### src/hw/acd_regs.vh
// Purpose : constants for the command protocol decoder
// Assumes : 8-bit command and feature codes from the task interface
// Notes   : definitions only
`ifndef ACD_REGS_VH
`define ACD_REGS_VH

// ****************************************************************
// protocol class codes
// ****************************************************************
`define ACD_CLS_NONDATA   3'h0
`define ACD_CLS_PIO_IN    3'h1
`define ACD_CLS_PIO_OUT   3'h2
`define ACD_CLS_DMA       3'h3
`define ACD_CLS_DIAG      3'h4
`define ACD_CLS_ABORT     3'h5

// ****************************************************************
// general feature set opcodes
// ****************************************************************
`define ACD_OP_NOP        8'h00
`define ACD_OP_RD_SEC0    8'h20
`define ACD_OP_RD_SEC1    8'h21
`define ACD_OP_WR_SEC0    8'h30
`define ACD_OP_WR_SEC1    8'h31
`define ACD_OP_VFY0       8'h40
`define ACD_OP_VFY1       8'h41
`define ACD_OP_DIAG       8'h90
`define ACD_OP_RD_MULT    8'hC4
`define ACD_OP_WR_MULT    8'hC5
`define ACD_OP_SET_MULT   8'hC6
`define ACD_OP_RD_DMA     8'hC8
`define ACD_OP_WR_DMA     8'hCA
`define ACD_OP_RD_BUF     8'hE4
`define ACD_OP_FLUSH      8'hE7
`define ACD_OP_WR_BUF     8'hE8
`define ACD_OP_IDENT      8'hEC
`define ACD_OP_SET_FEAT   8'hEF

// ****************************************************************
// power management opcodes, new and legacy forms
// ****************************************************************
`define ACD_OP_STBY_IMM0  8'hE0
`define ACD_OP_STBY_IMM1  8'h94
`define ACD_OP_IDLE_IMM0  8'hE1
`define ACD_OP_IDLE_IMM1  8'h95
`define ACD_OP_STBY0      8'hE2
`define ACD_OP_STBY1      8'h96
`define ACD_OP_IDLE0      8'hE3
`define ACD_OP_IDLE1      8'h97
`define ACD_OP_CHK_PWR0   8'hE5
`define ACD_OP_CHK_PWR1   8'h98
`define ACD_OP_SLEEP0     8'hE6
`define ACD_OP_SLEEP1     8'h99

// ****************************************************************
// security, smart and protected area opcodes
// ****************************************************************
`define ACD_OP_SEC_SETPW  8'hF1
`define ACD_OP_SEC_UNLK   8'hF2
`define ACD_OP_SEC_ERPRP  8'hF3
`define ACD_OP_SEC_ERASE  8'hF4
`define ACD_OP_SEC_FRZ    8'hF5
`define ACD_OP_SEC_DISPW  8'hF6
`define ACD_OP_SMART      8'hB0
`define ACD_OP_NATIVE_MAX 8'hF8
`define ACD_OP_SET_MAX    8'hF9

// ****************************************************************
// subcommand codes carried in the feature field
// ****************************************************************
`define ACD_SMART_RD_DATA 8'hD0
`define ACD_MAX_SET_PW    8'h01
`define ACD_MAX_UNLOCK    8'h03

// ****************************************************************
// transfer sizes
// ****************************************************************
`define ACD_IDENT_BYTES   10'h200
`define ACD_BYTES_W       10

`endif

### src/hw/acd_subcmd.v
// Purpose : sorts shared-opcode subcommands into data or non-data
// Assumes : feature code is stable while the opcode is presented
// Notes   : purely combinational, registered by the parent
`timescale 1ns/1ps
`include "acd_regs.vh"

module acd_subcmd (
    input  wire [7:0] opcode_in,
    input  wire [7:0] feature_in,
    output wire       shared_op_out,
    output wire [2:0] shared_cls_out
);

    // ****************************************************************
    // subcommand sorting
    // ****************************************************************
    wire is_smart  = (opcode_in == `ACD_OP_SMART);
    wire is_setmax = (opcode_in == `ACD_OP_SET_MAX);
    // only read-data moves data; every other smart feature is non-data
    wire smart_in  = is_smart && (feature_in == `ACD_SMART_RD_DATA);
    // password set and unlock carry a data block from the host
    wire max_out   = is_setmax && ((feature_in == `ACD_MAX_SET_PW) ||
                                   (feature_in == `ACD_MAX_UNLOCK));

    assign shared_op_out  = is_smart | is_setmax;
    assign shared_cls_out = smart_in ? `ACD_CLS_PIO_IN :
                            max_out  ? `ACD_CLS_PIO_OUT : `ACD_CLS_NONDATA;

endmodule // acd_subcmd

### src/hw/acd_cmd_decoder.v
// Purpose : sorts each ATA command code into its protocol class
// Assumes : command strobe, codes and engine status come from logic
//           on CLK_SYS_IN, so none of them is resynchronised
// Notes   : one command at a time; new strobes are ignored while busy
//           limitation: a strobe that lands while busy is dropped, not
//           queued, so the feeding logic must offer it again once idle
`timescale 1ns/1ps
`include "acd_regs.vh"

module acd_cmd_decoder (
    input  wire                    CLK_SYS_IN,
    input  wire                    RESET_IN,
    input  wire                    CMD_VALID_IN,
    input  wire [7:0]              CMD_CODE_IN,
    input  wire [7:0]              FEATURE_IN,
    input  wire                    ENGINE_DONE_IN,
    input  wire                    ENGINE_ERR_IN,
    output reg                     CMD_ACCEPT_OUT,
    output reg  [2:0]              CLASS_OUT,
    output reg  [7:0]              CMD_CODE_OUT,
    output reg  [`ACD_BYTES_W-1:0] XFER_BYTES_OUT,
    output reg                     FLUSH_REQ_OUT,
    output reg                     ABORT_OUT,
    output reg                     BUSY_OUT,
    output reg                     ERROR_OUT
);

    // ****************************************************************
    // states
    // ****************************************************************
    // one-hot; every supported command passes through busy
    localparam [1:0] ST_IDLE = 2'b01;
    localparam [1:0] ST_BUSY = 2'b10;

    reg  [1:0] state;
    reg  [1:0] next_state;

    // ****************************************************************
    // single-code decode
    // ****************************************************************
    // returns the class of every opcode that owns its code outright;
    // shared codes and unknown codes fall through to abort here
    // one table keeps every single-code opcode in a single place; B0h and F9h are sorted in acd_subcmd
    function [2:0] class_of;
        input [7:0] op;
        begin
            case (op)
                `ACD_OP_RD_SEC0, `ACD_OP_RD_SEC1:
                    class_of = `ACD_CLS_PIO_IN;
                `ACD_OP_VFY0, `ACD_OP_VFY1:
                    class_of = `ACD_CLS_NONDATA;
                `ACD_OP_WR_SEC0, `ACD_OP_WR_SEC1:
                    class_of = `ACD_CLS_PIO_OUT;
                `ACD_OP_CHK_PWR0, `ACD_OP_CHK_PWR1:
                    class_of = `ACD_CLS_NONDATA;
                `ACD_OP_IDLE0, `ACD_OP_IDLE1:
                    class_of = `ACD_CLS_NONDATA;
                `ACD_OP_IDLE_IMM0, `ACD_OP_IDLE_IMM1:
                    class_of = `ACD_CLS_NONDATA;
                `ACD_OP_SLEEP0, `ACD_OP_SLEEP1:
                    class_of = `ACD_CLS_NONDATA;
                `ACD_OP_STBY0, `ACD_OP_STBY1:
                    class_of = `ACD_CLS_NONDATA;
                `ACD_OP_STBY_IMM0, `ACD_OP_STBY_IMM1:
                    class_of = `ACD_CLS_NONDATA;
                `ACD_OP_NATIVE_MAX:
                    class_of = `ACD_CLS_NONDATA;
                `ACD_OP_RD_DMA, `ACD_OP_WR_DMA:
                    class_of = `ACD_CLS_DMA;
                `ACD_OP_IDENT, `ACD_OP_RD_MULT, `ACD_OP_RD_BUF:
                    class_of = `ACD_CLS_PIO_IN;
                `ACD_OP_WR_MULT, `ACD_OP_WR_BUF:
                    class_of = `ACD_CLS_PIO_OUT;
                `ACD_OP_DIAG:
                    class_of = `ACD_CLS_DIAG;
                `ACD_OP_NOP, `ACD_OP_SET_FEAT, `ACD_OP_SET_MULT,
                `ACD_OP_FLUSH:
                    class_of = `ACD_CLS_NONDATA;
                `ACD_OP_SEC_SETPW, `ACD_OP_SEC_UNLK, `ACD_OP_SEC_ERASE,
                `ACD_OP_SEC_DISPW:
                    class_of = `ACD_CLS_PIO_OUT;
                `ACD_OP_SEC_ERPRP, `ACD_OP_SEC_FRZ:
                    class_of = `ACD_CLS_NONDATA;
                default:
                    class_of = `ACD_CLS_ABORT;
            endcase
        end
    endfunction

    // ****************************************************************
    // shared-opcode subcommands
    // ****************************************************************
    // the sorter is combinational; its answer is registered with the
    // class below, so the feature code only needs to stand with the strobe
    wire       shared_op;
    wire [2:0] shared_cls;

    acd_subcmd u_subcmd (
        .opcode_in      (CMD_CODE_IN),
        .feature_in     (FEATURE_IN),
        .shared_op_out  (shared_op),
        .shared_cls_out (shared_cls)
    );

    // ****************************************************************
    // final class and side effects of the incoming code
    // ****************************************************************
    // the feature field decides for B0h and F9h, the opcode elsewhere;
    // identify is the only code with a fixed transfer length
    wire [2:0] new_class = shared_op ? shared_cls
                                     : class_of(CMD_CODE_IN);
    wire       new_abort = (new_class == `ACD_CLS_ABORT);
    wire       new_flush = (CMD_CODE_IN == `ACD_OP_FLUSH);
    wire       new_ident = (CMD_CODE_IN == `ACD_OP_IDENT);

    // a strobe is only taken when no command is outstanding
    wire       take      = CMD_VALID_IN && (state == ST_IDLE);
    // done or error ends the outstanding command, flush included;
    // both pulses in one cycle count as an error end
    wire       finish    = (state == ST_BUSY) && (ENGINE_DONE_IN || ENGINE_ERR_IN);

    // ****************************************************************
    // next state
    // ****************************************************************
    // an aborted code never enters busy, so no transfer is started;
    // an unknown state code falls back to idle instead of locking up
    always @* begin
        next_state = state;
        case (state)
            ST_IDLE: begin
                if (take && !new_abort) begin
                    next_state = ST_BUSY;
                end
            end
            ST_BUSY: begin
                if (finish) begin
                    next_state = ST_IDLE;
                end
            end
            default: begin
                next_state = ST_IDLE;
            end
        endcase
    end

    // ****************************************************************
    // state register
    // ****************************************************************
    // state only; the outputs keep their own registers below
    always @(posedge CLK_SYS_IN or posedge RESET_IN) begin
        if (RESET_IN) begin
            state <= ST_IDLE;
        end else begin
            state <= next_state;
        end
    end

    // ****************************************************************
    // dispatch outputs
    // ****************************************************************
    // class and code hold until the next taken strobe, aborted ones included, so the engine
    // can read them at leisure; accept, flush and abort are pulses;
    // flush is only a pulse, busy carries the wait for the cache write
    always @(posedge CLK_SYS_IN or posedge RESET_IN) begin
        if (RESET_IN) begin
            CMD_ACCEPT_OUT <= 1'b0;
            CLASS_OUT      <= `ACD_CLS_NONDATA;
            CMD_CODE_OUT   <= 8'h00;
            XFER_BYTES_OUT <= {`ACD_BYTES_W{1'b0}};
            FLUSH_REQ_OUT  <= 1'b0;
            ABORT_OUT      <= 1'b0;
        end else begin
            CMD_ACCEPT_OUT <= take && !new_abort;
            FLUSH_REQ_OUT  <= take && new_flush;
            ABORT_OUT      <= take && new_abort;
            if (take) begin
                CLASS_OUT    <= new_class;
                CMD_CODE_OUT <= CMD_CODE_IN;
                // zero means length comes from the sector count
                XFER_BYTES_OUT <= new_ident ? `ACD_IDENT_BYTES
                                            : {`ACD_BYTES_W{1'b0}};
            end
        end
    end

    // ****************************************************************
    // busy and error flags
    // ****************************************************************
    // busy mirrors the busy state; error is sticky until next command;
    // take and finish never share a cycle, so set and clear cannot clash
    always @(posedge CLK_SYS_IN or posedge RESET_IN) begin
        if (RESET_IN) begin
            BUSY_OUT  <= 1'b0;
            ERROR_OUT <= 1'b0;
        end else begin
            BUSY_OUT <= (next_state == ST_BUSY);
            if (take) begin
                ERROR_OUT <= new_abort;
            end else if (finish && ENGINE_ERR_IN) begin
                ERROR_OUT <= 1'b1;
            end
        end
    end

endmodule // acd_cmd_decoder

### config.mk
export PLATFORM = sky130hd
export DESIGN_NAME = acd_cmd_decoder
export DESIGN_NICKNAME = d
export VERILOG_FILES = /design/src/hw/acd_subcmd.v /design/src/hw/acd_cmd_decoder.v
export VERILOG_INCLUDE_DIRS = /design/src /design/src/hw
export SDC_FILE = /design/constraint.sdc
export NUM_CORES = 1
export LEC_CHECK = 0
export BUFFER_PORTS_ARGS = -buffer_cell sky130_fd_sc_hd__clkbuf_2
export CORE_MARGIN = 5
export CORE_UTILIZATION = 50
export CTS_CLUSTER_DIAMETER = 30
export DETAILED_ROUTE_END_ITERATION = 10
export PLACE_DENSITY_LB_ADDON = 0.08
export SLEW_MARGIN = 20
export SYNTH_ARGS = -nofsm -noshare
export SYNTH_HDL_FRONTEND = slang
export SYNTH_HIERARCHICAL = 1
export SYNTH_SLANG_ARGS = --single-unit
### constraint.sdc
create_clock -name CLK_SYS_IN -period 1.8 [get_ports CLK_SYS_IN]
set_clock_uncertainty 0.15 [all_clocks]
set_input_delay 0.36 -clock CLK_SYS_IN [delete_from_list [all_inputs] [get_ports CLK_SYS_IN]]
set_output_delay 0.36 -clock CLK_SYS_IN [all_outputs]
set_load 0.02 [all_outputs]
==> results.txt <==
----------------------------------------------------
[Timing]
  Setup repair after global routing missed its margin ... yes
  Post-route clock period utilization ... 1.12
  Post-route minimum period ... 2020 ps
  Count of endpoints failing setup in the final report ... 9
  Max Slew Vio Count ... 0
  Worst path setup slack after routing ... -222 ps
  Final hold viol count ... 0
  Highest Clock Rate ... 494 MHz

[Worst hold path]
  Worst hold path type ... input port to flop

[Clock tree]
  Maximum number of buffers from clock root to sink ... 2
  Later-pin clock latency in the skew report ... 290 ps
  Number of buffers added by the clock tree synthesis step ... 3
  Clock tree root driver cell ... clkbuf_4
  CTS tree ... done
  Number of clock sinks ... 19
  Post-CTS clock slew at the launch and capture registers of the worst setup and hold paths ... 90 ps
  Max H-tree Level ... 1

[Synthesis]
  Share of the synthesized area in compound gates (AO/OA/AOI/OAI) ... 0.207
  Number of storage elements in the synthesis netlist ... 19
  Proportion of synthesized area in mux cells ... 0.0400
  Synthesized area per cell ... 8.85 µm²
  Basic-gate share of the synthesized area counting and, or, nand and nor cells ... 0.268
  Count of yosys warnings during synthesis ... 6
  Xor/xnor cell area share of the yosys netlist ... 0.00622
  Dominant cell type by area after synthesis ... dfrtp_1
  Dominant combinational cell family by area after synthesis ... simple AND/OR/NAND/NOR gates
  Dominant cells by area after synthesis ... dfrtp_1, buf_4, o21ai_0
  Area of the mapped netlist ... 1410 µm²
  Fraction of registers with async set or reset after synthesis ... 1.00
  Synth cell types ... 52
  Seq/Total Area, Yosys ... 0.339
  Synthesized instance count ... 159
  Number of enable flip-flop cells after synthesis ... 0
  Adder-Cell Fraction of Synth Area ... 0.0178
  Most instantiated flip-flop cell in the synthesis netlist ... dfrtp_1
  Yosys top cell area share ... 0.320

[Setup path]
  Reg-to-reg startpoint ... state[0]
  Arrival time of the worst setup path ... 2050 ps
  Timing endpoint of the critical path ... ERROR_OUT
  Endpoint of the worst register-to-register path ... BUSY_OUT
  R2R setup slack ... 50 ps
  Startpoint of the worst setup timing path ... CMD_CODE_IN[7]
  Data required time at the worst endpoint ... 1830 ps
  Worst r2r path cells ... 7
  Crit-path max FO ... 4
  Startpoint class of the critical path ... input port
  Kind of critical path ... input port to flop
  Critical path endpoint category ... flop

[Outcome]
  Status ... complete, but fails checks
  Failing checks ... setup timing

[Routing]
  Number of nets with antenna violations after routing ... 0
  Pre-Repair DR Iteration Count ... 4
  Vias post-DR ... 1394
  Number of design-rule violations left by the first detailed-router iteration ... 52
  Mean number of vias per cell ... 5.40
  Total length of routed wires ... 3620 µm
  DR DRC count ... 0
  Average wire length per cell after detail routing ... 14.0 µm

[GRT]
  Global-route track usage on met3 ... 0.0195
  Global-route wire length before repair ... 6110 µm
  Met2 layer usage reported by global route ... 0.336
  Initial antenna violation count ... 0
  Global-route track usage on met1 ... 0.210
  Top Usage Layer GRT ... met2
  Largest net degree at the start of global routing ... 20
  Vias in the first global route ... 1402
  Grt total ovfl ... 0
  GRT Overall Usage ... 0.184

[Placed design]
  Area after DPL ... 1840 µm²
  # placed instances ... 252
  Pre-CTS setup slack ... -560 ps
  HPWL after detailed placement ... 2870 µm
  Routability Congestion ... 0.842
  Count of input and output buffers ... 37

[Die]
  Core Footprint ... 2730 µm²
  Core Rows ... 19
  Initial Utilization ... 0.515
  Top Ports ... 47
  Floorplan die width ... 63.1 µm
  Die span in y ... 63.1 µm
  Die Footprint ... 3980 µm²

[Layout]
  Total number of nets in the final design ... 251
  Share of layout cells above drive strength 1 ... 0.493
  Antenna Cells ... 0
  Final design area excluding fillers ... 1990 µm²
  Final Non-Filler Cells ... 258
  Area growth from synthesis to layout ... 41.5%

[Pwr]
  Peak ir drop on the vdd network ... 0.766 mV
  Leakage power summed over all cells ... 0.970 nW
  Final Power ... 1.76 mW
  Total power divided by cell area ... 884 nW/µm²

[Run]
  Max_cap viols ... 0

----------------------------------------------------
flip-flops by register name, summed over array words and instances, names as in the netlist:
| signal | cells |
|---|---|
| CMD_ACCEPT_OUT | 1 |
| ABORT_OUT | 1 |
| CMD_CODE_OUT | 8 |
| ERROR_OUT | 1 |
| FLUSH_REQ_OUT | 1 |
| BUSY_OUT | 1 |
| state | 2 |
| XFER_BYTES_OUT | 1 |
| CLASS_OUT | 3 |
through the flow:
step	utilization	hold WS [ps]	setup TNS, ps
CTS	0.703	246	-1030
floorplan	-	160	-2340
global placement	0.672	214	-3680
finish	0.729	253	-1230
detailed placement	0.672	220	-4380
global route	0.729	252	-1490
logic make-up (layout without fill, tap and decap cells):
family	after synthesis	in the layout
xor gates and xnor gates	1	1
DFF	19	19
adders and majority gates	2	2
other	2	10
and+or+nand+nor	60	60
AOI/OAI and AO/OA	39	39
buffers and inverters	31	91
muxes	5	5
report_power, final:
part	leakage, nW	switching (mW)	internal [mW]
Combinational	0.720	0.528	0.358
Sequential	0.235	0.0787	0.589
Clock	0.0150	0.120	0.0860
metal layers:
layer | part of all wire | vias up
met5 | 0 | -
met4 | 0.022 | 0
met3 | 0.050 | 8
met2 | 0.53 | 46
met1 | 0.40 | 653
li1 | - | 687
cells in the final DEF (no fill, tap or decap), types with 2 or more instances in the layout:
cell type	synthesis	final
nor4bb_1	2	2
and3_1	3	3
clkbuf_2	0	33
conb_1	2	10
or3_4	1	3
a41oi_1	2	2
buf_6	0	5
a21oi_1	5	4
o21ai_0	13	11
nor2_1	5	4
nand3_2	0	2
dfrtp_1	18	18
buf_4	12	36
nand4_1	5	5
or4_1	2	2
clkbuf_4	0	3
inv_1	12	11
nor3b_1	4	4
nand2b_1	3	3
mux2_2	5	4
nand2_1	15	15
nor2b_1	3	2
nand4b_1	2	2
ha_1	2	2
o211ai_1	2	2
o21a_1	2	2
critical path, cell delays in order:
cell and delay (ps):
buf_6 90, or4_4 560, or3_4 390, and3_4 210
a31oi_4 180, o21ai_4 100, a21boi_2 150
synthesized netlist by cell type (all sizes together) (3+ instances only):
cell and number:
nor3b 4, nor2b 3, nor2 5, and3 5, nand2b 3, a21oi 5, nand4 5, buf 15
clkbuf 4, mux2 5, a41oi 3, nand2 15, or3 5, or4 3, dfrtp 18, o21ai 14
inv 12
how the worst min path moves through the flow:
stage                  start        end  slack, ps  cells after the start
6_report       ENGINE_ERR_IN  ERROR_OUT        250                      3
3_5_place_dp        RESET_IN   BUSY_OUT        220                      3
2_1_floorplan       RESET_IN  ABORT_OUT        160                      1
3_3_place_gp        RESET_IN  ABORT_OUT        210                      3
4_1_cts        ENGINE_ERR_IN  ERROR_OUT        250                      3
5_1_grt        ENGINE_ERR_IN  ERROR_OUT        250                      3
what timing repair did:
action / CTS / global route
setup buffers: 2 / 1
pin swaps: 8 / 5
gates resized for setup: 10 / 15
hold buffers: 1 / 0
endpoints found under the setup margin: 8 / 9
endpoints found under the hold margin: 18 / 0
layout make-up:
class,instances,area (µm²)
clock buffers,4,26.3
fillers,213,742
inverters,12,45.0
multi-input cells,117,903
flip-flops and latches,19,477
well taps,31,38.8
repair buffers,75,502
Power figures use the tool's default switching activity.
